==> src/common/simreg_pkg.sv <==
// package of constants and types for the card-slot multiplexer register bank
// Overview of operation
// [RL1] identity register at command 00h is read-only and encodes maker and device.
// [RL2] maker identity sits in the upper nibble, device and revision in the lower.
// [RL3] maker nibble stays fixed across revisions; only the revision part changes.
// [RL4] battery-sense debounce count at 0Ah is read/write, resets to four.
// [RL5] shutdown debounce count at 0Bh is read/write, resets to four.
// [RL6] clock control at 0Dh has source select in bit 7, rest reserved.
// [RL7] status interrupt flags set on their event and clear when status is read.
// [RL8] slot status field: 00 powered down, 11 active, 01 isolated, 10 powered.
// [RL9] slot reports active only with active state requested and regulator enabled.
// [RL10] shutdown status bit samples the input level when its debounce expires.
// [RL11] debounce counts timing-clock ticks; change accepted after programmed stable ticks.
package simreg_pkg;
	localparam logic [7:0] SIMREG_OFS_IDENT    = 8'h00;
	localparam logic [7:0] SIMREG_OFS_DRVVER   = 8'h01;
	localparam logic [7:0] SIMREG_OFS_STATUS   = 8'h04;
	localparam logic [7:0] SIMREG_OFS_SLOTCTL  = 8'h08;
	localparam logic [7:0] SIMREG_OFS_BATDEB   = 8'h0A;
	localparam logic [7:0] SIMREG_OFS_SDNDEB   = 8'h0B;
	localparam logic [7:0] SIMREG_OFS_RSVD     = 8'h0C;
	localparam logic [7:0] SIMREG_OFS_CLKCTL   = 8'h0D;
	localparam logic [7:0] SIMREG_OFS_DEVCTL   = 8'h0E;
	localparam logic [7:0] SIMREG_OFS_TEST_LO  = 8'h10;
	localparam logic [7:0] SIMREG_OFS_TEST_HI  = 8'h14;
	localparam logic [7:0] SIMREG_OFS_PULL     = 8'h15;
	localparam logic [7:0] SIMREG_RST_ZERO     = 8'h00;
	localparam logic [7:0] SIMREG_RST_DEB      = 8'h04;
	localparam logic [7:0] SIMREG_CLKCTL_MASK  = 8'h80;
	localparam logic [7:0] SIMREG_PULL_MASK    = 8'h03;
	localparam logic [7:0] SIMREG_CNT_ONE      = 8'h01;
	// field positions in the status register
	localparam int SIMREG_ST_SDN      = 0;
	localparam int SIMREG_ST_SDN_IRQ  = 1;
	localparam int SIMREG_ST_BAT      = 2;
	localparam int SIMREG_ST_BAT_IRQ  = 3;
	localparam int SIMREG_ST_SLOT1    = 4;
	localparam int SIMREG_ST_SLOT2    = 6;
	localparam int SIMREG_SLOT_ST_W   = 2;
	// field positions in the control registers
	localparam int SIMREG_SLOT1_POS   = 0;
	localparam int SIMREG_SLOT2_POS   = 4;
	localparam int SIMREG_SLOT_W      = 4;
	localparam int SIMREG_CLKCTL_SEL  = 7;
	localparam int SIMREG_PULL_POS    = 0;
	localparam int SIMREG_PULL_W      = 2;
	// slot status encodings
	localparam logic [1:0] SIMREG_SLOT_DOWN   = 2'h0;
	localparam logic [1:0] SIMREG_SLOT_ISO    = 2'h1;
	localparam logic [1:0] SIMREG_SLOT_PWR    = 2'h2;
	localparam logic [1:0] SIMREG_SLOT_ACTIVE = 2'h3;
	// one register access from the serial port front end
	typedef struct packed {
		logic       wr;
		logic       rd;
		logic [7:0] addr;
		logic [7:0] wdata;
	} simreg_req_t;
	// per-slot control field: state, voltage select, regulator enable
	typedef struct packed {
		logic [1:0] state;
		logic       vsel;
		logic       ldo_en;
	} simreg_slot_t;
endpackage

==> src/rtl/simreg_bank.sv <==
// register bank of the dual card-slot multiplexer with input debouncers
`timescale 1ns/100ps
module simreg_debounce (
	// clock and reset
	input  wire logic       clk_sys,
	input  wire logic       rst_n,
	// timing tick and sampled input
	input  wire logic       tick,
	input  wire logic       din,
	input  wire logic [7:0] count,
	// accepted level and change pulse
	output logic            level_r,
	output logic            changed_r
);
	import simreg_pkg::*;
	logic [7:0] cnt_r;

	// counts stable ticks while the input differs from the accepted level
	always_ff @(posedge clk_sys or negedge rst_n) begin
		if (!rst_n) begin
			cnt_r     <= SIMREG_RST_ZERO;
			level_r   <= 1'b0;
			changed_r <= 1'b0;
		end else begin
			changed_r <= 1'b0;
			if (din == level_r) begin
				cnt_r <= SIMREG_RST_ZERO; // glitch restarts the wait
			end else if (tick) begin
				// a count of zero acts as one: the compare fires on the first tick
				if (cnt_r + SIMREG_CNT_ONE >= count) begin // [RL11]
					level_r   <= din;
					changed_r <= 1'b1;
					cnt_r     <= SIMREG_RST_ZERO;
				end else begin
					cnt_r <= cnt_r + SIMREG_CNT_ONE;
				end
			end
		end
	end

	// an accepted change only ever follows a timing tick and flips the level
	AST_DEB_ON_TICK: assert property (@(posedge clk_sys) disable iff (!rst_n) // [RL11]
		changed_r |-> $past(tick))
		else $error("debounce change without a tick");
	AST_DEB_NEW_LVL: assert property (@(posedge clk_sys) disable iff (!rst_n) // [RL11]
		changed_r |-> level_r != $past(level_r))
		else $error("debounce change kept the old level");
	// the wait restarts whenever the input falls back to the accepted level
	AST_DEB_RESTART: assert property (@(posedge clk_sys) disable iff (!rst_n) // [RL11]
		din == level_r |=> cnt_r == SIMREG_RST_ZERO)
		else $error("debounce count kept after glitch");
endmodule

module simreg_bank #(
	parameter logic [3:0] MAKER_ID = 4'h5, // arbitrary value
	parameter logic [3:0] DEV_REV  = 4'h2, // arbitrary value
	parameter logic [7:0] DRV_VER  = 8'h3C // arbitrary value
) (
	// clock and reset
	input  wire logic                  clk_sys,
	input  wire logic                  rst_n,
	// register access from the serial front end
	input  wire simreg_pkg::simreg_req_t req,
	output logic [7:0]                 rdata_r,
	output logic                       rvalid_r,
	// sensed inputs
	input  wire logic                  timing_tick,
	input  wire logic                  shutdown_request_input,
	input  wire logic                  battery_sense_input,
	// control outputs
	output simreg_pkg::simreg_slot_t   card_slot_one_r,
	output simreg_pkg::simreg_slot_t   card_slot_two_r,
	output logic                       clk_src_sel_r,
	output logic [7:0]                 dev_ctl_r,
	output logic [1:0]                 pull_ctl_r,
	output logic [7:0]                 status_r
);
	import simreg_pkg::*;

	logic [7:0] bat_deb_r;
	logic [7:0] sdn_deb_r;
	logic [7:0] slot_ctl_r;
	logic [7:0] clk_ctl_r;
	logic [7:0] pull_r;
	logic       sdn_lvl;
	logic       sdn_chg;
	logic       bat_lvl;
	logic       bat_chg;
	logic       sdn_st_r;
	logic       sdn_irq_r;
	logic       bat_irq_r;
	logic [7:0] status_nxt;
	logic [7:0] rd_nxt;

	simreg_debounce u_sdn_deb (
		.clk_sys   (clk_sys),
		.rst_n     (rst_n),
		.tick      (timing_tick),
		.din       (shutdown_request_input),
		.count     (sdn_deb_r),
		.level_r   (sdn_lvl),
		.changed_r (sdn_chg)
	);

	simreg_debounce u_bat_deb (
		.clk_sys   (clk_sys),
		.rst_n     (rst_n),
		.tick      (timing_tick),
		.din       (battery_sense_input),
		.count     (bat_deb_r),
		.level_r   (bat_lvl),
		.changed_r (bat_chg)
	);

	// slot status mapping: active needs regulator on, off regulator means down
	function automatic logic [1:0] slot_stat(input logic [1:0] st, input logic en);
		logic [1:0] r;
		r = SIMREG_SLOT_DOWN; // regulator off pulls the slot down whatever is asked
		if (en) begin
			unique case (st)
				SIMREG_SLOT_DOWN:   r = SIMREG_SLOT_PWR; // [RL8] [RL9]
				SIMREG_SLOT_ISO:    r = SIMREG_SLOT_ISO;
				SIMREG_SLOT_PWR:    r = SIMREG_SLOT_PWR; // forbidden request, still coded
				SIMREG_SLOT_ACTIVE: r = SIMREG_SLOT_ACTIVE; // [RL8] [RL9]
			endcase
		end
		return r;
	endfunction

	wire logic wr_hit = req.wr;
	wire logic status_rd = req.rd && (req.addr == SIMREG_OFS_STATUS);

	// the two per-slot nibbles of the interface control register
	simreg_slot_t slot_one;
	simreg_slot_t slot_two;
	assign slot_one = slot_ctl_r[SIMREG_SLOT1_POS +: SIMREG_SLOT_W];
	assign slot_two = slot_ctl_r[SIMREG_SLOT2_POS +: SIMREG_SLOT_W];

	// writable registers
	always_ff @(posedge clk_sys or negedge rst_n) begin
		if (!rst_n) begin
			slot_ctl_r <= SIMREG_RST_ZERO;
			bat_deb_r  <= SIMREG_RST_DEB; // [RL4]
			sdn_deb_r  <= SIMREG_RST_DEB; // [RL5]
			clk_ctl_r  <= SIMREG_RST_ZERO;
			dev_ctl_r  <= SIMREG_RST_ZERO;
			pull_r     <= SIMREG_RST_ZERO;
		end else if (wr_hit) begin
			unique case (req.addr)
				SIMREG_OFS_SLOTCTL: slot_ctl_r <= req.wdata;
				SIMREG_OFS_BATDEB:  bat_deb_r  <= req.wdata; // [RL4]
				SIMREG_OFS_SDNDEB:  sdn_deb_r  <= req.wdata; // [RL5]
				SIMREG_OFS_CLKCTL:  clk_ctl_r  <= req.wdata & SIMREG_CLKCTL_MASK; // [RL6]
				SIMREG_OFS_DEVCTL:  dev_ctl_r  <= req.wdata;
				SIMREG_OFS_PULL:    pull_r     <= req.wdata & SIMREG_PULL_MASK;
				default: ; // identity, status, reserved and test range ignore writes
			endcase
		end
	end

	// a debounce count write lands on the edge that takes the strobe
	AST_BAT_WR: assert property (@(posedge clk_sys) disable iff (!rst_n) // [RL4]
		req.wr && req.addr == SIMREG_OFS_BATDEB |=> bat_deb_r == $past(req.wdata))
		else $error("battery count not written");
	// reserved pull bits never keep a written one
	AST_PULL_RSVD: assert property (@(posedge clk_sys) disable iff (!rst_n)
		(pull_r & ~SIMREG_PULL_MASK) == SIMREG_RST_ZERO)
		else $error("reserved pull bits set");

	// event flags: set wins over the clear caused by a status read
	always_ff @(posedge clk_sys or negedge rst_n) begin
		if (!rst_n) begin
			sdn_st_r  <= 1'b0;
			sdn_irq_r <= 1'b0;
			bat_irq_r <= 1'b0;
		end else begin
			if (sdn_chg) begin
				sdn_st_r <= sdn_lvl; // [RL10]
			end
			sdn_irq_r <= sdn_chg | (sdn_irq_r & ~status_rd); // [RL7] [RL10]
			bat_irq_r <= (bat_chg & bat_lvl) | (bat_irq_r & ~status_rd); // [RL7]
		end
	end

	// a read on the event edge must not swallow the event
	AST_IRQ_WINS: assert property (@(posedge clk_sys) disable iff (!rst_n) // [RL7]
		sdn_chg && status_rd |=> sdn_irq_r)
		else $error("event lost to a status read");
	AST_BAT_IRQ_SET: assert property (@(posedge clk_sys) disable iff (!rst_n) // [RL7]
		bat_chg && bat_lvl |=> bat_irq_r)
		else $error("removal flag not set");
	AST_BAT_IRQ_CLR: assert property (@(posedge clk_sys) disable iff (!rst_n) // [RL7]
		status_rd && !bat_chg |=> !bat_irq_r)
		else $error("read did not clear removal flag");

	// status image assembled from live state
	always_comb begin
		status_nxt = SIMREG_RST_ZERO;
		status_nxt[SIMREG_ST_SDN]     = sdn_st_r;
		status_nxt[SIMREG_ST_SDN_IRQ] = sdn_irq_r;
		status_nxt[SIMREG_ST_BAT]     = bat_lvl;
		status_nxt[SIMREG_ST_BAT_IRQ] = bat_irq_r;
		status_nxt[SIMREG_ST_SLOT1 +: SIMREG_SLOT_ST_W] = // [RL9]
			slot_stat(slot_one.state, slot_one.ldo_en);
		status_nxt[SIMREG_ST_SLOT2 +: SIMREG_SLOT_ST_W] = // [RL9]
			slot_stat(slot_two.state, slot_two.ldo_en);
	end

	// isolated and powered states need the regulator on as well
	AST_SLOT_ISO: assert property (@(posedge clk_sys) disable iff (!rst_n) // [RL8]
		slot_one.ldo_en && slot_one.state == SIMREG_SLOT_ISO
		|-> status_nxt[5:4] == SIMREG_SLOT_ISO)
		else $error("slot one not isolated");
	AST_SLOT_PWR: assert property (@(posedge clk_sys) disable iff (!rst_n) // [RL8]
		slot_two.ldo_en && slot_two.state == SIMREG_SLOT_DOWN
		|-> status_nxt[7:6] == SIMREG_SLOT_PWR)
		else $error("slot two not powered");
	AST_SLOT_ONE_OFF: assert property (@(posedge clk_sys) disable iff (!rst_n) // [RL9]
		!slot_one.ldo_en
		|-> status_nxt[5:4] == SIMREG_SLOT_DOWN)
		else $error("slot one not down with regulator off");

	// read mux; unmapped and test range read as zero
	// the status image is taken before the same-edge clear, so a read sees its flags
	always_comb begin
		unique case (req.addr)
			SIMREG_OFS_IDENT:   rd_nxt = {MAKER_ID, DEV_REV}; // [RL1] [RL2] [RL3]
			SIMREG_OFS_DRVVER:  rd_nxt = DRV_VER;
			SIMREG_OFS_STATUS:  rd_nxt = status_nxt;
			SIMREG_OFS_SLOTCTL: rd_nxt = slot_ctl_r;
			SIMREG_OFS_BATDEB:  rd_nxt = bat_deb_r;
			SIMREG_OFS_SDNDEB:  rd_nxt = sdn_deb_r;
			SIMREG_OFS_CLKCTL:  rd_nxt = clk_ctl_r;
			SIMREG_OFS_DEVCTL:  rd_nxt = dev_ctl_r;
			SIMREG_OFS_PULL:    rd_nxt = pull_r;
			default:            rd_nxt = SIMREG_RST_ZERO;
		endcase
	end

	// registered outputs
	always_ff @(posedge clk_sys or negedge rst_n) begin
		if (!rst_n) begin
			rdata_r         <= SIMREG_RST_ZERO;
			rvalid_r        <= 1'b0;
			status_r        <= SIMREG_RST_ZERO;
			card_slot_one_r <= '0;
			card_slot_two_r <= '0;
			clk_src_sel_r   <= 1'b0;
			pull_ctl_r      <= 2'h0;
		end else begin
			rvalid_r        <= req.rd;
			if (req.rd) begin
				rdata_r <= rd_nxt;
			end
			status_r        <= status_nxt;
			card_slot_one_r <= slot_one;
			card_slot_two_r <= slot_two;
			clk_src_sel_r   <= clk_ctl_r[SIMREG_CLKCTL_SEL]; // [RL6]
			pull_ctl_r      <= pull_r[SIMREG_PULL_POS +: SIMREG_PULL_W];
		end
	end

	// the read answer comes one cycle after the strobe and lasts one cycle
	AST_RD_PULSE: assert property (@(posedge clk_sys) disable iff (!rst_n)
		req.rd |=> rvalid_r)
		else $error("read answer missing");
	AST_RD_ONCE: assert property (@(posedge clk_sys) disable iff (!rst_n)
		!req.rd |=> !rvalid_r)
		else $error("read answer without a strobe");
	AST_CLK_SEL: assert property (@(posedge clk_sys) disable iff (!rst_n) // [RL6]
		req.wr && req.addr == SIMREG_OFS_CLKCTL
		|=> ##1 clk_src_sel_r == $past(req.wdata[SIMREG_CLKCTL_SEL], 2))
		else $error("clock source select not taken");

	// register map checks; each watches what the bank itself drives
	AST_DEB_RESET: assert property (@(posedge clk_sys) $rose(rst_n) |-> // [RL4]
		bat_deb_r == SIMREG_RST_DEB && sdn_deb_r == SIMREG_RST_DEB)
		else $error("debounce counts not four after reset");
	AST_IDENT: assert property (@(posedge clk_sys) disable iff (!rst_n) // [RL1]
		req.rd && req.addr == SIMREG_OFS_IDENT |=> rdata_r == {MAKER_ID, DEV_REV})
		else $error("identity read wrong");
	AST_MAKER_NIB: assert property (@(posedge clk_sys) disable iff (!rst_n) // [RL2]
		req.rd && req.addr == SIMREG_OFS_IDENT |=> rdata_r[7:4] == MAKER_ID)
		else $error("maker nibble wrong");
	AST_IDENT_RO: assert property (@(posedge clk_sys) disable iff (!rst_n) // [RL3]
		req.wr && req.addr == SIMREG_OFS_IDENT ##2 req.rd && req.addr == SIMREG_OFS_IDENT
		|=> rdata_r[7:4] == MAKER_ID)
		else $error("maker nibble changed by write");
	AST_SDN_WR: assert property (@(posedge clk_sys) disable iff (!rst_n) // [RL5]
		req.wr && req.addr == SIMREG_OFS_SDNDEB |=> sdn_deb_r == $past(req.wdata))
		else $error("shutdown count not written");
	AST_CLK_RSVD: assert property (@(posedge clk_sys) disable iff (!rst_n) // [RL6]
		##1 clk_ctl_r[6:0] == 7'h00)
		else $error("reserved clock bits set");
	AST_IRQ_CLR: assert property (@(posedge clk_sys) disable iff (!rst_n) // [RL7]
		status_rd && !sdn_chg |=> !sdn_irq_r)
		else $error("read did not clear flag");
	AST_IRQ_SET: assert property (@(posedge clk_sys) disable iff (!rst_n) // [RL7]
		sdn_chg |=> sdn_irq_r ##1 status_r[SIMREG_ST_SDN_IRQ])
		else $error("flag not set on event");
	AST_SLOT_ACT: assert property (@(posedge clk_sys) disable iff (!rst_n) // [RL8]
		status_nxt[5:4] == SIMREG_SLOT_ACTIVE |-> slot_ctl_r[3:2] == SIMREG_SLOT_ACTIVE)
		else $error("slot one active without request");
	AST_SLOT_OFF: assert property (@(posedge clk_sys) disable iff (!rst_n) // [RL9]
		!slot_ctl_r[4] |-> status_nxt[7:6] == SIMREG_SLOT_DOWN)
		else $error("slot two not down with regulator off");
	AST_SDN_CAP: assert property (@(posedge clk_sys) disable iff (!rst_n) // [RL10]
		sdn_chg |=> sdn_st_r == $past(sdn_lvl))
		else $error("shutdown level not captured");
	AST_DEB_HOLD: assert property (@(posedge clk_sys) disable iff (!rst_n) // [RL11]
		sdn_chg |-> $past(shutdown_request_input) == sdn_lvl)
		else $error("shutdown accepted without stable input");
endmodule

==> config.mk <==
export PLATFORM = sky130hd
export DESIGN_NAME = simreg_bank
export DESIGN_NICKNAME = d
export VERILOG_FILES = /design/src/common/simreg_pkg.sv /design/src/rtl/simreg_bank.sv
export SDC_FILE = /design/constraint.sdc
export NUM_CORES = 1
export LEC_CHECK = 0
export ABC_AREA = 1
export BUFFER_PORTS_ARGS = -buffer_cell sky130_fd_sc_hd__buf_2
export CAP_MARGIN = 20
export CORE_MARGIN = 1
export CORE_UTILIZATION = 60
export CTS_BUF_LIST = sky130_fd_sc_hd__clkbuf_4
export DETAILED_ROUTE_END_ITERATION = 7
export GPL_TIMING_DRIVEN = 1
export HOLD_SLACK_MARGIN = 0.08
export PLACE_DENSITY = 0.82
export SYNTH_ARGS = -nofsm -noshare
export SYNTH_HDL_FRONTEND = slang
export SYNTH_HIERARCHICAL = 1
export SYNTH_SLANG_ARGS = --single-unit
==> constraint.sdc <==
create_clock -name clk_sys -period 2.6 [get_ports clk_sys]
set_clock_uncertainty 0.15 [all_clocks]
set_input_delay 0.26 -clock clk_sys [delete_from_list [all_inputs] [get_ports clk_sys]]
set_output_delay 0.26 -clock clk_sys [all_outputs]
set_load 0.005 [all_outputs]
==> results of run 1 <==
[per-stage QoR]
| stage | std cells | power, mW | cell area [sq um] |
|---|---|---|---|
| after floorplan | 555 | 1.86 | 4540 |
| after global placement | 705 | 2.02 | 4920 |
| after detailed placement | 705 | 2.05 | 4920 |
| after CTS | 735 | 2.81 | 5200 |
| after global routing | 735 | 2.95 | 5200 |
| final | 735 | 2.78 | 5200 |
[critical path: stages (launching register included)]
cell	delay (ns)
dfrtp_1	0.48
ha_1	0.24
nand2_1	0.07
nor2_1	0.14
nand3_1	0.11
nand2_1	0.10
inv_2	0.04
ha_1	0.26
nand2_1	0.07
o21a_1	0.29
nand2_1	0.12
nand2_1	0.07
nand2_1	0.07
nand2_1	0.04
[cells by family (layout without fill, tap and decap cells)]
kind of cell / after synthesis / in the layout / synth area share, %
compound gates: 49 / 49 / 6.90
xor+xnor: 10 / 10 / 2.26
fa+ha+maj: 18 / 18 / 4.97
buf+inv: 83 / 164 / 7.45
flops: 86 / 86 / 47.5
simple gates: 309 / 309 / 30.9
[power groups by stage]
stage | clock network, mW | logic (mW) | registers, mW
finish | 0.745 | 0.520 | 1.52
global route | 0.816 | 0.600 | 1.53
CTS | 0.764 | 0.523 | 1.52
detailed placement | 0 | 0.499 | 1.55
global placement | 0 | 0.477 | 1.54
floorplan | 0 | 0.332 | 1.53
[area by class of cell]
cell class	instances	area [sq um]
fillers	617	2100
clock inverters	6	62.6
inverters	75	284
repair buffers	73	453
clock buffers	10	75.1
multi-input cells	386	2040
flip-flops and latches	86	2150
well taps	99	124
[what timing repair did]
| item | 4_1_cts | 5_1_grt |
|---|---|---|
| setup endpoints to repair | 0 | 0 |
| hold endpoints to repair | 126 | 0 |
| hold buffers | 14 | 0 |
[state kept, by name, summed over array words and instances (netlist names), 2 cells and up]
name	cells
card_slot_two_r	4
pull_r	2
status_r	8
pull_ctl_r	2
sdn_deb_r	8
u_sdn_deb/cnt_r	8
dev_ctl_r	8
u_bat_deb/cnt_r	8
slot_ctl_r	8
bat_deb_r	8
card_slot_one_r	4
rdata_r	8
[cells in the final DEF, fill, tap and decap left out, types with 5 or more instances in the layout]
master	count
nand2_2	10
o21ai_1	16
ha_1	18
inv_2	5
clkbuf_4	10
buf_2	57
o21ai_2	16
inv_1	68
nand2_1	180
nor2_2	6
nor2_1	49
o21ai_0	8
nor2_4	6
a21oi_1	6
dfrtp_1	84
nand4_1	20
nand3_1	27
dlygate4sd3_1	14
[metal layers]
metal,track usage [%],vias to the layer above,routed length (um)
met1,37.4,1863,4490
met2,48.2,126,5070
li1,-,1907,-
met5,0,-,0
met4,12.6,0,236
met3,3.60,18,558
[path summary, 6_finish.rpt]
check                                                    start                            end  slack [ns]  cells after the start
worst max-delay path            u_sdn_deb/cnt_r[0]$_DFFE_PN0P_  u_sdn_deb/level_r$_DFFE_PN0P_        0.29                     13
worst min-delay path                                     rst_n         rdata_r[4]$_DFFE_PN0P_        0.16                      2
worst max register to register  u_sdn_deb/cnt_r[0]$_DFFE_PN0P_  u_sdn_deb/level_r$_DFFE_PN0P_        0.29                     13
worst min register to register            sdn_st_r$_DFFE_PN0P_          status_r[0]$_DFF_PN0_        0.24                      0
max in group asynchronous                                rst_n       bat_deb_r[2]$_DFFE_PN1P_        1.45                      3
min in group clk_sys                                   req[11]       clk_ctl_r[7]$_DFFE_PN0P_        0.19                      5
==> flow_summary.json, run 1 <==
{
  "grt_pass1_wl_mm": 16.8,
  "num-nets-final": 672,
  "ys_seq_area_share_pct": 47.5,
  "htreeDepth": 3,
  "setup-tns-final_ns": 0,
  "gp_congestion": 0.966,
  "required_ns": 2.80,
  "clkLatencyLatePin_ns": 0.44,
  "synth_top_area_cell": "dfrtp_1",
  "cts_tree": "yes",
  "ant_nets": 0,
  "holdWs_ns": 0.164,
  "yosysWarnings": 6,
  "setup_violations": 0,
  "status": "finished clean",
  "worst_slack_ns": 0.286,
  "wire_per_inst_um": 14.1,
  "n_antenna_cell": 0,
  "min_period_over_period_pct": 89.0,
  "powerDensity_mw_per_mm2": 536,
  "worstSetupStartpointType": "register",
  "crit_type": "register to register",
  "overflow": 0,
  "synth.distinct_cells": 34,
  "post-synth-top-count-cell": "nand2_1",
  "row_count": 31,
  "synth-edff-count": 0,
  "die-width_um": 88.9,
  "drc": 0,
  "finalMaxSlewViolations": 0,
  "avgSynthCellArea_sq_um": 8.17,
  "routed_via_density": 5.33,
  "port_buffers": 58,
  "syn-cell-area_sq_mm": 0.00454,
  "yosysTopAreaCellShare_pct": 46.3,
  "peakVddDrop_v": 0.000324,
  "synth_area_leaders": "dfrtp_1, nand2_1, inv_1",
  "wl_mm": 10.4,
  "clkPwrFrac_pct": 26.8,
  "cts_setup_buffers": 0,
  "p_comb_share_pct": 18.7,
  "fmax_mhz": 432,
  "p_switching_mw": 0.868,
  "cap_violations": 0,
  "cts_root_buffer": "clkbuf_4",
  "area.growth.synth_to_final_pct": 14.6,
  "sw_frac_of_total_pct": 31.2,
  "syn_inst": 555,
  "async_flop_share_pct": 100,
  "die_h_um": 88.9,
  "power_frac_seq_pct": 54.6,
  "grt.total_usage_pct": 28.6,
  "min_path_type": "input pin to asynchronous set/reset pin",
  "final_util_pct": 71.3,
  "synth_nets": 596,
  "dp.final_hpwl_mm": 7.81,
  "cts_sinks": 86,
  "boundaryPins": 59,
  "synth-seq-cells": 86,
  "synth_ff_type": "dfrtp_1",
  "dieArea_sq_mm": 0.00791,
  "internal_power_mw": 1.92,
  "cts.clk_slew.worst_paths_ns": 0.13,
  "rsz0062_at_grt": "false",
  "antenna_found_initial": 0,
  "drive_gt1_share_pct": 20.0,
  "worst_pin_slew_ns": 0.528,
  "pre_cts_slack_ns": 0.335,
  "p_leak_nw": 2.86,
  "first_pass_iters": 5,
  "core_area_sq_mm": 0.00729,
  "vias": 3914,
  "fin_crit_ns": 2.31,
  "drt_iter0_markers": 309,
  "grt_max_degree": 45,
  "cp_max_fo": 9,
  "synthTopCellsByCount": "nand2_1, dfrtp_1, inv_1",
  "end_kind": "register",
  "clockBufferDepth": 2,
  "hold_violations": 0,
  "cp.arrival_ns": 2.51,
  "grt_pass1_vias": 3619,
  "cts_resized": 0,
  "cts_made_buffers": 9,
  "slew_headroom_pct": 64.8,
  "start_util_pct": 62.2
}
Note: power is estimated with default switching activity, not from simulation.
==> run 2, diff against run 1 <==
==> constraint.sdc (replaced) <==
create_clock -name clk_sys -period 2.6 [get_ports clk_sys]
set_clock_uncertainty 0.15 [all_clocks]
set_input_delay 0.52 -clock clk_sys [delete_from_list [all_inputs] [get_ports clk_sys]]
set_output_delay 0.52 -clock clk_sys [all_outputs]
set_load 0.005 [all_outputs]
==> flow_summary.json, run 2 (synthesized netlist as in run 1, its figures left out) <==
{
  "sw_frac_of_total_pct": 29.5,
  "final_util_pct": 70.1,
  "num-nets-final": 660,
  "overflow": 0,
  "min_period_over_period_pct": 90.9,
  "htreeDepth": 3,
  "fmax_mhz": 423,
  "internal_power_mw": 2.10,
  "cts_made_buffers": 9,
  "cts_sinks": 86,
  "first_pass_iters": 5,
  "die-width_um": 88.9,
  "p_switching_mw": 0.878,
  "status": "finished clean",
  "min_path_type": "input pin to register",
  "layout_common_cells": "nand2_1, dfrtp_1, inv_1",
  "cp.arrival_ns": 2.55,
  "required_ns": 2.79,
  "peakVddDrop_v": 0.000380,
  "setup-tns-final_ns": 0,
  "drc": 0,
  "ant_nets": 0,
  "wl_mm": 10.2,
  "setup_violations": 0,
  "dieArea_sq_mm": 0.00791,
  "boundaryPins": 59,
  "clkLatencyLatePin_ns": 0.43,
  "total_power_mw": 2.97,
  "worst_pin_slew_ns": 0.798,
  "rsz0062_at_grt": "false",
  "grt_pass1_wl_mm": 16.6,
  "start_util_pct": 62.2,
  "clockBufferDepth": 2,
  "p_comb_share_pct": 17.0,
  "grt_pass1_vias": 3503,
  "fin_crit_ns": 2.36,
  "routed_via_density": 5.26,
  "die_h_um": 88.9,
  "antenna_found_initial": 0,
  "fill_cells": 602,
  "cts_tree": "yes",
  "crit_type": "register to register",
  "port_buffers": 58,
  "grt.total_usage_pct": 28.4,
  "end_kind": "register",
  "gp_congestion": 0.942,
  "area.growth.synth_to_final_pct": 12.6,
  "cap_violations": 0,
  "p_leak_nw": 2.83,
  "wire_per_inst_um": 14.1,
  "core_area_sq_mm": 0.00729,
  "finalMaxSlewViolations": 0,
  "cts_setup_buffers": 0,
  "finalNonFillerCells": 723,
  "powerDensity_mw_per_mm2": 582,
  "vias": 3806,
  "slew_headroom_pct": 46.8,
  "cts.clk_slew.worst_paths_ns": 0.14,
  "hold_violations": 0,
  "placedCellCount": 706,
  "cp_max_fo": 9,
  "power_frac_seq_pct": 51.0,
  "dp.final_hpwl_mm": 7.70,
  "clkPwrFrac_pct": 31.9,
  "row_count": 31,
  "drt_iter0_markers": 237,
  "final_common_cell": "nand2_1",
  "drive_gt1_share_pct": 20.8,
  "grt_max_degree": 67,
  "n_antenna_cell": 0,
  "cts_root_buffer": "clkbuf_4",
  "worstSetupStartpointType": "register"
}
==> run 2: worst max-delay path: stages, from the launching register on <==
cell	delay [ns]
dfrtp_1	0.48
ha_1	0.24
nand2_1	0.07
nor2_1	0.13
nand3_1	0.10
nand2_1	0.10
inv_2	0.04
ha_1	0.28
nand2_1	0.07
o21a_1	0.29
nand2_1	0.13
nand2_1	0.07
nand2_1	0.07
nand2_1	0.06
==> run 2: path summary, 6_finish.rpt <==
kind | start | endpoint | slack, ns | cells after the start
worst min register to register | sdn_st_r$_DFFE_PN0P_ | status_r[0]$_DFF_PN0_ | 0.25 | 0
worst max-delay path | u_bat_deb/cnt_r[0]$_DFFE_PN0P_ | u_bat_deb/level_r$_DFFE_PN0P_ | 0.24 | 13
max in group asynchronous | rst_n | u_sdn_deb/changed_r$_DFF_PN0_ | 1.08 | 3
worst max register to register | u_bat_deb/cnt_r[0]$_DFFE_PN0P_ | u_bat_deb/level_r$_DFFE_PN0P_ | 0.24 | 13
min in group asynchronous | rst_n | rdata_r[4]$_DFFE_PN0P_ | 0.54 | 2
worst min-delay path | req[16] | rvalid_r$_DFF_PN0_ | 0.14 | 1
==> run 2: repair_timing <==
action                                 4_1_cts  5_1_grt
hold buffers                                 1        0
endpoints found under the hold margin       62        0
resized for setup                            0        0
==> run 2: power by group through the flow <==
stage / sequential (mW) / combinational (mW) / clock (mW)
2_1_floorplan: 1.53 / 0.332 / 0
3_3_place_gp: 1.54 / 0.476 / 0
3_5_place_dp: 1.55 / 0.500 / 0
4_1_cts: 1.52 / 0.505 / 0.964
5_1_grt: 1.53 / 0.584 / 1.01
6_report: 1.52 / 0.506 / 0.950
==> run 2: per-stage QoR <==
stage               hold WS [ns]  setup WS (ns)  cell area (sq um)
floorplan                 0.0744          0.498               4540
global placement           0.211          0.453               4910
detailed placement         0.216          0.336               4910
CTS                        0.120          0.284               5110
global route               0.123         0.0424               5110
finish                     0.135          0.236               5110
==> run 2: layout make-up <==
type	count	area [sq um]	share of cell area (%)
repair buffers	61	318	6.22
well taps	99	124	2.42
flip-flops and latches	86	2150	42.2
multi-input cells	386	2040	40.0
clock inverters	6	110	2.16
clock buffers	10	75.1	1.47
inverters	75	284	5.56
==> run 2: metal layers <==
layer	GRT usage (%)	part of all wire (%)	vias up	wire (um)
met5	0	0	-	0
met4	10.8	1.7	0	174
met3	5.54	5.4	19	551
met2	45.7	48	128	4940
met1	38.5	44	1776	4530
li1	-	-	1883	-
